File: src/sal_regs.svh
// Register offsets, field positions and reset values for the aux/lock bank
`ifndef SAL_REGS_SVH
`define SAL_REGS_SVH
`define SAL_IDX_QUAD      8'h71
`define SAL_IDX_AUX       8'h72
`define SAL_IDX_ADCLK     8'h73
`define SAL_IDX_LOCK      8'h7C
`define SAL_IDX_IRQ_STAT  8'h7D
`define SAL_IDX_IRQ_MASK  8'h7E
`define SAL_RST_QUAD      8'h60
`define SAL_RST_AUX       8'h32
`define SAL_RST_ADCLK     8'h00
`define SAL_RST_LOCK      8'h00
`define SAL_RST_IRQ       8'h00
`define SAL_WMASK_QUAD    8'hE3
`define SAL_WMASK_AUX     8'h7A
`define SAL_WMASK_ADCLK   8'h07
`define SAL_WMASK_IRQ     8'h03
`define SAL_BIT_SRC       6
`define SAL_BIT_PWR_HI    5
`define SAL_BIT_PWR_LO    4
`define SAL_BIT_AUX_ON    3
`define SAL_BIT_ADC_DIS   2
`define SAL_BIT_NDIV_OFF  1
`define SAL_BIT_LOCK_COUNT_PRESCALE    0
`define SAL_BIT_LOCK      0
`define SAL_BIT_RSV_OSC   1
`define SAL_BAND_HI       7
`define SAL_BAND_MID      6
`define SAL_BAND_LO       5
`define SAL_BIAS_HI       1
`define SAL_BIAS_LO       0
`define SAL_ADDR_HI       9
`define SAL_ADDR_LO       2
`define SAL_LANE0_HI      7
`define SAL_LANE0_LO      0
`define SAL_LOCK_BASE     14'h0400
`define SAL_LOCK_SHIFT    5
`define SAL_RESP_OKAY     2'h0
`define SAL_RESP_SLVERR   2'h2
`endif

File: src/sal_pkg.sv
// Types shared by the aux output and lock register bank
package sal_pkg;
  typedef enum logic [2:0] {
    SAL_W_IDLE = 3'h1,
    SAL_W_HALF = 3'h2,
    SAL_W_RESP = 3'h4
  } sal_wstate_t;
  typedef logic [7:0] sal_byte_t;
endpackage

File: src/sal_aux_lock_regs.sv
// AXI4-Lite register bank for aux RF output, ADC clock and lock detect
// Summary of operation
// - Aux source select bit 6 picks divided output at 0, oscillator at 1.
// - Two-bit aux power field at bits 5:4, read-write, default code 3.
// - Aux enable bit 3 turns aux output on; resets to 0.
// - Separate ADC enable input overrides the ADC clock disable bit.
// - Lock count prescale bit scales lock counts by 32 (32 to 256).
// - Lock state readback bit 0, upper bits zero, reset 0x00.
// - Quad register resets 0x60; bits 7:5, 1:0 writable, 4:2 reserved.
// - Aux register resets 0x32; reserved bit 1 writable, default 1.
//
// Chosen here: register access over AXI4-Lite.
`timescale 1ns/1ns
`include "sal_regs.svh"
module sal_aux_lock_regs
  import sal_pkg::*;
(
  // Clock and reset
  input  wire logic        aclk,
  input  wire logic        aresetn,
  // AXI4-Lite write address
  input  wire logic [9:0]  s_axi_awaddr,
  input  wire logic        s_axi_awvalid,
  output logic             s_axi_awready,
  // AXI4-Lite write data
  input  wire logic [31:0] s_axi_wdata,
  input  wire logic [3:0]  s_axi_wstrb,
  input  wire logic        s_axi_wvalid,
  output logic             s_axi_wready,
  // AXI4-Lite write response
  output logic [1:0]       s_axi_bresp,
  output logic             s_axi_bvalid,
  input  wire logic        s_axi_bready,
  // AXI4-Lite read address
  input  wire logic [9:0]  s_axi_araddr,
  input  wire logic        s_axi_arvalid,
  output logic             s_axi_arready,
  // AXI4-Lite read data
  output logic [31:0]      s_axi_rdata,
  output logic [1:0]       s_axi_rresp,
  output logic             s_axi_rvalid,
  input  wire logic        s_axi_rready,
  // Analog side status and controls
  input  wire logic        lock_detect_in,
  input  wire logic        adc_enable,
  input  wire logic [1:0]  lock_count_select,
  output logic             aux_source_select,
  output logic [1:0]       aux_power_level,
  output logic             aux_output_on,
  output logic             reserved_osc_bit,
  output logic             adc_clk_on,
  output logic             feedback_divider_off,
  output logic [13:0]      lock_count_cycles,
  output logic [1:0]       quad_band_hi,
  output logic [2:0]       quad_band_field,
  output logic [1:0]       quad_bias_field,
  // Interrupt
  output logic             irq
);

  // One byte per register, carried in byte lane 0 only; reads fill
  // the upper 24 bits with zeros
  // Register state
  sal_byte_t   quad_q, quad_d;
  sal_byte_t   aux_q, aux_d;
  sal_byte_t   adclk_q, adclk_d;
  sal_byte_t   lock_q, lock_d;
  sal_byte_t   stat_q, stat_d;
  sal_byte_t   mask_q, mask_d;
  logic        lock_prev_q, lock_prev_d;
  // Write channel state
  sal_wstate_t wst_q, wst_d;
  logic [7:0]  widx_q, widx_d;
  logic        have_aw_q, have_aw_d;
  logic        have_w_q, have_w_d;
  logic [7:0]  wbyte_q, wbyte_d;
  logic        wlane_q, wlane_d;
  logic [1:0]  bresp_q, bresp_d;
  // Read channel state
  logic        rvalid_q, rvalid_d;
  logic [31:0] rdata_q, rdata_d;
  logic [1:0]  rresp_q, rresp_d;

  // Decode, event and count helpers
  logic        do_write;
  logic        hit_w;
  logic        hit_r;
  logic [7:0]  ridx;
  logic [7:0]  rbyte;
  logic        lock_rise;
  logic        lock_fall;
  logic [13:0] lock_count_plain;
  logic [13:0] lock_count_scaled;

  // Handshake outputs stay combinational
  assign s_axi_awready = (wst_q != SAL_W_RESP) && !have_aw_q;
  assign s_axi_wready  = (wst_q != SAL_W_RESP) && !have_w_q;
  assign s_axi_bvalid  = (wst_q == SAL_W_RESP);
  assign s_axi_bresp   = bresp_q;
  assign s_axi_arready = !rvalid_q;
  assign s_axi_rvalid  = rvalid_q;
  assign s_axi_rdata   = rdata_q;
  assign s_axi_rresp   = rresp_q;

  // Byte index is word address; each register owns one word
  // The two low address bits are ignored, so any byte address
  // inside a word reaches that word's register
  assign ridx = s_axi_araddr[`SAL_ADDR_HI:`SAL_ADDR_LO];

  // Write decode covers only the mapped words
  // The readback word counts as mapped: a write there answers OKAY
  // and changes nothing, since its contents follow the pin
  always_comb begin
    case (widx_q)
      `SAL_IDX_QUAD, `SAL_IDX_AUX, `SAL_IDX_ADCLK, `SAL_IDX_LOCK,
      `SAL_IDX_IRQ_STAT, `SAL_IDX_IRQ_MASK: hit_w = 1'b1;
      default: hit_w = 1'b0;
    endcase
  end

  // Write address and data may arrive in either order
  always_comb begin
    wst_d     = wst_q;
    widx_d    = widx_q;
    have_aw_d = have_aw_q;
    have_w_d  = have_w_q;
    wbyte_d   = wbyte_q;
    wlane_d   = wlane_q;
    bresp_d   = bresp_q;
    do_write  = 1'b0;
    // Ready drops once a half is held, so a second beat cannot
    // overwrite it before the commit
    if (s_axi_awvalid && s_axi_awready) begin
      widx_d    = s_axi_awaddr[`SAL_ADDR_HI:`SAL_ADDR_LO];
      have_aw_d = 1'b1;
    end
    if (s_axi_wvalid && s_axi_wready) begin
      wbyte_d  = s_axi_wdata[`SAL_LANE0_HI:`SAL_LANE0_LO];
      wlane_d  = s_axi_wstrb[0];
      have_w_d = 1'b1;
    end
    // Commit one cycle after both halves are held
    case (wst_q)
      SAL_W_IDLE, SAL_W_HALF: begin
        if (have_aw_q && have_w_q) begin
          do_write  = 1'b1;
          bresp_d   = hit_w ? `SAL_RESP_OKAY : `SAL_RESP_SLVERR;
          have_aw_d = 1'b0;
          have_w_d  = 1'b0;
          wst_d     = SAL_W_RESP;
        end else if (have_aw_d || have_w_d) begin
          // One half so far; wait for its partner
          wst_d = SAL_W_HALF;
        end
      end
      // Response stands until the master takes it
      SAL_W_RESP: begin
        if (s_axi_bready) begin
          wst_d = SAL_W_IDLE;
        end
      end
      default: wst_d = SAL_W_IDLE;
    endcase
  end

  // Lock edges are the interrupt events
  // The previous-level flop resets low, matching the idle pin, so
  // no false edge follows reset
  assign lock_rise = lock_detect_in && !lock_prev_q;
  assign lock_fall = !lock_detect_in && lock_prev_q;

  // Register file next state
  always_comb begin
    quad_d      = quad_q;
    aux_d       = aux_q;
    adclk_d     = adclk_q;
    mask_d      = mask_q;
    stat_d      = stat_q;
    lock_prev_d = lock_detect_in;
    // Live lock readback, one cycle behind the pin
    lock_d      = `SAL_RST_LOCK;
    lock_d[`SAL_BIT_LOCK] = lock_detect_in;
    if (do_write && wlane_q) begin
      case (widx_q)
        `SAL_IDX_QUAD:  quad_d  = wbyte_q & `SAL_WMASK_QUAD;
        `SAL_IDX_AUX:   aux_d   = wbyte_q & `SAL_WMASK_AUX;
        `SAL_IDX_ADCLK: adclk_d = wbyte_q & `SAL_WMASK_ADCLK;
        // Mask shares the status layout
        `SAL_IDX_IRQ_MASK: mask_d = wbyte_q & `SAL_WMASK_IRQ;
        // Write one to clear a sticky event
        `SAL_IDX_IRQ_STAT: stat_d = stat_q & ~wbyte_q;
        default: ;
      endcase
    end
    // Set wins over a same-cycle clear
    stat_d = stat_d | {6'h00, lock_fall, lock_rise};
  end

  // Read decode with zero-filled upper bits
  // The address is decoded live but only used on the accept edge,
  // where the master still holds it
  always_comb begin
    hit_r = 1'b1;
    case (ridx)
      `SAL_IDX_QUAD:     rbyte = quad_q;
      `SAL_IDX_AUX:      rbyte = aux_q;
      `SAL_IDX_ADCLK:    rbyte = adclk_q;
      `SAL_IDX_LOCK:     rbyte = lock_q;
      `SAL_IDX_IRQ_STAT: rbyte = stat_q;
      `SAL_IDX_IRQ_MASK: rbyte = mask_q;
      default: begin
        rbyte = 8'h00;
        hit_r = 1'b0;
      end
    endcase
  end

  // Read channel next state
  // arready is low while rvalid stands, so release and a new accept
  // never fall in the same cycle
  always_comb begin
    rvalid_d = rvalid_q;
    rdata_d  = rdata_q;
    rresp_d  = rresp_q;
    if (rvalid_q && s_axi_rready) begin
      rvalid_d = 1'b0;
    end
    if (s_axi_arvalid && s_axi_arready) begin
      rvalid_d = 1'b1;
      rdata_d  = {24'h000000, rbyte};
      rresp_d  = hit_r ? `SAL_RESP_OKAY : `SAL_RESP_SLVERR;
    end
  end

  // All state registered with synchronous reset
  // Reset is sampled like any input; every register shares this one
  // clock, so no state crosses a domain
  always_ff @(posedge aclk) begin
    if (!aresetn) begin
      quad_q      <= `SAL_RST_QUAD;
      aux_q       <= `SAL_RST_AUX;
      adclk_q     <= `SAL_RST_ADCLK;
      lock_q      <= `SAL_RST_LOCK;
      stat_q      <= `SAL_RST_IRQ;
      mask_q      <= `SAL_RST_IRQ;
      lock_prev_q <= 1'b0;
      wst_q       <= SAL_W_IDLE;
      widx_q      <= 8'h00;
      have_aw_q   <= 1'b0;
      have_w_q    <= 1'b0;
      wbyte_q     <= 8'h00;
      wlane_q     <= 1'b0;
      bresp_q     <= `SAL_RESP_OKAY;
      rvalid_q    <= 1'b0;
      rdata_q     <= 32'h00000000;
      rresp_q     <= `SAL_RESP_OKAY;
    end else begin
      quad_q      <= quad_d;
      aux_q       <= aux_d;
      adclk_q     <= adclk_d;
      lock_q      <= lock_d;
      stat_q      <= stat_d;
      mask_q      <= mask_d;
      lock_prev_q <= lock_prev_d;
      wst_q       <= wst_d;
      widx_q      <= widx_d;
      have_aw_q   <= have_aw_d;
      have_w_q    <= have_w_d;
      wbyte_q     <= wbyte_d;
      wlane_q     <= wlane_d;
      bresp_q     <= bresp_d;
      rvalid_q    <= rvalid_d;
      rdata_q     <= rdata_d;
      rresp_q     <= rresp_d;
    end
  end

  assign aux_source_select    = aux_q[`SAL_BIT_SRC];
  assign aux_power_level      = aux_q[`SAL_BIT_PWR_HI:`SAL_BIT_PWR_LO];
  assign aux_output_on        = aux_q[`SAL_BIT_AUX_ON];
  assign reserved_osc_bit     = aux_q[`SAL_BIT_RSV_OSC];
  // ADC enable has precedence
  // Disable bit is kept for readback only; the enable input decides
  assign adc_clk_on           = adc_enable;
  // Divider power-down follows its bit
  assign feedback_divider_off = adclk_q[`SAL_BIT_NDIV_OFF];
  // Lock count scaled by 32
  // Undivided count is 1024 cycles shifted by the select code; the
  // prescale brings it down to 32, 64, 128 or 256 cycles
  assign lock_count_plain  = `SAL_LOCK_BASE << lock_count_select;
  assign lock_count_scaled = lock_count_plain >> `SAL_LOCK_SHIFT;
  assign lock_count_cycles = adclk_q[`SAL_BIT_LOCK_COUNT_PRESCALE] ?
    lock_count_scaled : lock_count_plain;
  // Unused quad fields still reach their ports
  assign quad_band_hi      = quad_q[`SAL_BAND_HI:`SAL_BAND_MID];
  assign quad_band_field   = quad_q[`SAL_BAND_HI:`SAL_BAND_LO];
  assign quad_bias_field   = quad_q[`SAL_BIAS_HI:`SAL_BIAS_LO];
  // Level interrupt from unmasked sticky bits
  assign irq = |(stat_q & mask_q);

endmodule

File: config.mk
export PLATFORM = sky130hd
export DESIGN_NAME = sal_aux_lock_regs
export DESIGN_NICKNAME = d
export VERILOG_FILES = /design/src/sal_pkg.sv /design/src/sal_aux_lock_regs.sv
export VERILOG_INCLUDE_DIRS = /design/src /design/src/src
export SDC_FILE = /design/constraint.sdc
export NUM_CORES = 1
export LEC_CHECK = 0
export ABC_AREA = 1
export BUFFER_PORTS_ARGS = -buffer_cell sky130_fd_sc_hd__buf_2
export CORE_UTILIZATION = 25
export CTS_BUF_LIST = sky130_fd_sc_hd__clkbuf_4 sky130_fd_sc_hd__clkbuf_8
export DETAILED_ROUTE_END_ITERATION = 16
export HOLD_SLACK_MARGIN = 0.08
export SLEW_MARGIN = 20
export SYNTH_ARGS = -nofsm -noshare
export SYNTH_HDL_FRONTEND = slang
export SYNTH_SLANG_ARGS = --single-unit
File: constraint.sdc
create_clock -name aclk -period 2.23 [get_ports aclk]
set_clock_uncertainty 0.2 [all_clocks]
set_input_delay 0.446 -clock aclk [delete_from_list [all_inputs] [get_ports aclk]]
set_output_delay 0.446 -clock aclk [all_outputs]
set_load 0.05 [all_outputs]
After elaboration in Yosys (flattened, before gate mapping)
Index checks and enable logic that the tools add are counted.
{"block": "totals", "n_memories": 0, "latch_bits": 0, "regBits": 66, "elab_cells": 89, "mem_bits_rw": 0, "rom_bits": 0}
{"block": "op_classes", "n_reduce_logical": 27, "n_bitwise": 4, "n_eq_ne": 18, "magnitude_cmp": 0, "n_mul": 0, "shifts": 1, "n_addsub": 0, "div": 0, "muxes": 22}
{"op": "== test 8 x 7 -> 1 bit, second input constant", "n": 12}
{"op": "one-hot mux 8 bit (6 select lines)", "n": 1}
{"op": "2-to-1 mux 8 bit", "n": 2}
{"op": "2-to-1 mux 14 bit", "n": 1}
{"op": "left shift 11 x 2 -> 14 bit, first input constant", "n": 1}
{"op": "2-to-1 mux 1 bit", "n": 12}
{"op": "AND reduction 2 bit", "n": 6}
{"op": "OR reduction 6 bit", "n": 2}
{"op": "logical AND 1 bit", "n": 10}
{"op": "2-to-1 mux 3 bit", "n": 3}
{"op": "AND 8 x 2 -> 8 bit", "n": 1}
{"op": "AND 8 bit", "n": 1}
{"op": "NOT 8 bit", "n": 1}
{"op": "bitwise OR 8 x 2 -> 8 bit", "n": 1}
{"op": "OR reduction 8 bit", "n": 1}
{"op": "inequality test 3 bit, second input constant", "n": 2}
{"op": "one-hot mux 3 bit (2 select lines)", "n": 1}
{"op": "logical NOT 1 bit", "n": 5}
{"op": "2-to-1 mux 2 bit", "n": 2}
{"op": "== test 3 x 1 -> 1 bit, second input constant", "n": 1}
{"op": "== test 3 x 2 -> 1 bit, second input constant", "n": 1}
{"op": "== test 3 bit, second input constant", "n": 1}
{"op": "inequality test 2 x 1 -> 1 bit, second input constant", "n": 1}
{"op": "nonzero test 2 bit", "n": 1}
{"op": "2 further kinds", "n": 2}

Logic depth before layout (Yosys ltp)
{"block": "depth", "ltp_word": 8, "mapped_depth": 10, "mapped_depth_nobuf": 10}

Least setup slack after synthesis
Ideal clock, no wire load.
{"block": "synth_timing", "kind": "register to output", "startpoint": "reg adclk_q[0]", "endpoint": "out lock_count_cycles[8]", "path_slack_ns": -0.006, "required_ns": 1.584, "path_stages_with_launch": 3, "t_arrival_ns": 1.590, "n_path_buf": 0, "path_cell_list": "dfxtp_1 inv_1 nor3_1"}
{"block": "synth_via", "elab_chain_len": 1}
{"element": "from (decl)", "line_no": "sal_aux_lock_regs.sv:66", "rtl": "sal_byte_t adclk_q, adclk_d;"}
{"element": "from (signal assigned)", "line_no": "sal_aux_lock_regs.sv:242", "rtl": "adclk_q <= `SAL_RST_ADCLK;"}
{"element": "from (signal assigned)", "line_no": "sal_aux_lock_regs.sv:260", "rtl": "adclk_q <= adclk_d;"}
{"element": "2-to-1 mux 14 bit", "line_no": "sal_aux_lock_regs.sv:292", "rtl": "assign lock_count_cycles = adclk_q[`SAL_BIT_LOCK_COUNT_PRESCALE] ?"}
{"element": "to (decl)", "line_no": "sal_aux_lock_regs.sv:53", "rtl": "output logic [13:0] lock_count_cycles,"}
No other way between the ends.

Worst setup path in the final report
{"block": "layout_timing", "startpoint": "reg wst_q[0]", "endpoint": "out s_axi_wready"}
{"block": "layout_via", "elab_chain_len": 2}
{"element": "from (decl)", "line_no": "sal_aux_lock_regs.sv:72", "rtl": "sal_wstate_t wst_q, wst_d;"}
{"element": "from (signal assigned)", "line_no": "sal_aux_lock_regs.sv:265", "rtl": "wst_q <= wst_d;"}
{"element": "inequality test 3 bit", "line_no": "sal_aux_lock_regs.sv:97", "rtl": "assign s_axi_wready = (wst_q != SAL_W_RESP) && !have_w_q;"}
{"element": "logical AND 1 bit", "line_no": "sal_aux_lock_regs.sv:97"}
{"element": "to (decl)", "line_no": "sal_aux_lock_regs.sv:29", "rtl": "output logic s_axi_wready,"}
No other way between the ends.

==> metrics.md <==
| Metric | Value |
|---|---|
| Outcome | finished clean |
| First-pass GRT wire length | approximately 11 mm |
| Finished Core Util | around 31% |
| Crit. End Element | primary output |
| Crit path max-delay family | simple AND/OR/NAND/NOR gates |
| Warnings, synthesis | 0 |
| Post-layout nets | between 500 and 600 |
| R2R depth | 8 |
| Register area | around 0.0011 mm^2 |
| Startpoint Class | flip-flop |
| Crit share post-route | between 90% and 100% |
| Ports | around 140 |
| Die height | 107.4 um |
| Post-CTS Hold Buffers | 0 |
| Most common cell on crit path | nor2_2 |
| Syn Inst Count | a little under 400 |
| Die area | 0.01154 mm^2 |
| PnR worst setup slack | approximately 0.13 ns |
| All-Layer GR Usage | between 10 and 15% |
| Final Instance Area | around 0.0034 mm^2 |
| Commonest non-fill, non-tap cell in the layout | nand2_1 |
| Crit-path cells | nor2_2 > nand2_1 > inv_1 > nor2_2 > clkbuf_4 |
| Final Setup Violations | 0 |
| Leakage | approximately 1.6 nW |
| Master of the slowest instance on the critical path | dfxtp_1 |
| Fin cells | approximately 610 |
| Final slew viol count | 0 |
| Grt total ovfl | 0 |
| Crit path DAT | between 1 and 1.5 ns |
| Worst hold path type | primary input to flip-flop |
| Synthesized area per cell | slightly above 7 um^2 |
| Synth async-reset ratio | 0% |
| Final HPWL DP | ~5.3 mm |
| Site Rows | 38 |
| Flop pwr share | a little over two fifths |
| WL per Instance | 11.16 um |
| Int Pwr | about 1.7 mW |
| Ant. Diodes | 0 |
| Clk_lat worst skew | approximately 0.34 ns |
| Post-synthesis sequential area ratio | 41.08% |
| Largest net degree at the start of global routing | 38 |
| Initial antenna violation count | 0 |
| IO Port Bufs | roughly 70 |
| Clock power frac | between 30% and 40% |
| Layout cells sized above 1 | a little under a quarter |
| Via density | between 4 and 5 |
| Clk buf depth | 2 |
| Area post-placement | 0.003157 mm^2 |
| Post-synth EDFFs | 0 |
| CP required | around 1.6 ns |
| Die W | 107.4 um |
| Clock sinks | 57 |
| P_sw | approximately 0.79 mW |
| Setup repair bufs after CTS | 0 |
| Min Hold Slack | between 0.1 and 0.15 ns |
| Max-Cap Viols | 0 |
| Worst Path Buf+Inv | 2 |
| Dpl cells | around 600 |
| Combinational Power Share | between 15 and 20% |
| Initial Util | 25.62% |
| 1st-iter DRT viols | 98 |
| DRC | 0 |
| Dpl ws | ~0.40 ns |
| Final hold vios | 0 |
| Multi-input gate area | about 0.0013 mm^2 |
| CP max stage delay | roughly 0.36 ns |
| DRT Pass-1 Iters | 4 |
| Root Driver | clkbuf_8 |
| Core area | 0.01084 mm^2 |
| Worst path depth | 5 |
| Routability Congestion | around 0.87 |
| Most frequent cells in the layout | 87 x nand2_1, 69 x buf_2, 57 x dfxtp_1 |
| Via count | ~2,600 |
| Worst Path Class, Setup | flip-flop to primary output |
| Unique masters post-synth | 29 |
| Switch share | a little under a third |
| Final ANT Viol Nets | 0 |
| Power density cells | 750.1 mW/mm^2 |
| Main synth FF type | dfxtp_1 |
| Area Growth Syn to Fin | 21.35% |
| CTS clock-pin slew for the worst setup and hold paths | 0.07 ns |
| Fin crit period | ~2.1 ns |
| CTS tree | yes |
| Htree depth | 3 |
| RSZ-0062 raised after global routing | no |
| Mapped cell area | between 0.002 and 0.003 mm^2 |
| Vias in the first global route | ~2,500 |
| Total routed wirelength | approximately 6.8 mm |
| Critical path peak fanout | 5 |
| Hold Path Cell Cnt | 3 |
| # fillers | roughly 1,200 |
| Synth Register Bits | 57 |
| Worst VDD drop | 0.0002921 V |
| Fmax | between 400 and 500 MHz |
| Total CTS buffers | 9 |
through the flow:
stage	TNS, ns	power (mW)
6_report	0	2.528
5_1_grt	0	2.666
4_1_cts	0	2.553
3_5_place_dp	0	1.561
3_3_place_gp	0	1.551
2_1_floorplan	-0.006257	1.512
logic make-up (layout without fill, tap and decap cells):
kind of cell / after synthesis / after routing / share of synthesized area [%]
buf+inv: 80 / 127 / 15.95
flops: 57 / 57 / 41.08
compound gates: 72 / 72 / 13.78
other cells: 1 / 32 / 0.1350
simple gates: 183 / 183 / 29.05
flip-flops by register name, indices dropped and copies added (netlist names), 2 cells and up:
| name | flops |
|---|---|
| adclk_q | 3 |
| s_axi_rdata | 8 |
| aux_q | 5 |
| stat_q | 8 |
| mask_q | 2 |
| quad_q | 5 |
| wbyte_q | 8 |
| widx_q | 8 |
| wst_q | 3 |
power by group through the flow:
stage	logic [mW]	registers (mW)	clock network [mW]
floorplan	0.377	1.14	0
global placement	0.422	1.13	0
detailed placement	0.431	1.13	0
CTS	0.432	1.11	1.01
global route	0.483	1.12	1.07
finish	0.435	1.11	0.985
synth_stat cells, types with 4 or more instances:
master     n  area (um^2)
buf_4     35        262.8
buf_2      4        20.02
nor2_1    39        146.4
o21ai_0   26        130.1
nand3_1   24        120.1
o211ai_1   5        37.54
clkinv_1   4        15.01
inv_1     30        112.6
nand2_1   87        326.6
nor2_2     4        25.02
dfxtp_1   57         1141
nand4_1    5        31.28
nor3_1    14        70.07
clkbuf_1   4        15.01
nand2_2    4        25.02
a21oi_1   37        185.2
layout make-up:
cell class	instances	area share, %
multi-input combinational	287	39.01
sequential	57	33.85
timing repair buffer	75	11.58
tap	140	5.197
clock buffer	11	4.491
inverter	37	4.306
clock inverter	4	1.559
worst reg2reg max path, cell delays in order (launching register included):
cell,delay (ns)
dfxtp_1,0.33
nor2_2,0.14
nand2_1,0.14
nand3_2,0.26
nand2_1,0.10
nor2_1,0.12
nand2_1,0.08
a21oi_1,0.12
nor2_1,0.06
per-layer routing:
layer	track usage (%)	part of all wire, %	vias up	routed length, um
li1	-	-	1358	-
met1	15.99	47	1139	3190
met2	20.88	43	138	2956
met3	4.843	8.6	9	588
met4	3.327	1.2	0	81
met5	0	0	-	0
what timing repair did:
| action | in CTS | in global routing |
|---|---|---|
| hold endpoints to repair | 0 | 0 |
| resized for setup | 0 | 4 |
| endpoints found under the setup margin | 0 | 2 |
worst paths after layout:
check                                             start                      to  slack (ns)
worst max-delay path              wst_q[0]$_SDFFE_PN1P_            s_axi_wready        0.13
worst min-delay path                     lock_detect_in  lock_prev_q$_SDFF_PN0_        0.13
worst max register to register    wst_q[0]$_SDFFE_PN1P_   wst_q[1]$_SDFFE_PN0P_        0.58
worst min register to register  wbyte_q[5]$_SDFFE_PN0P_  stat_q[5]$_SDFFE_PN0P_        0.23
Note: power is estimated with default switching activity, not from simulation.
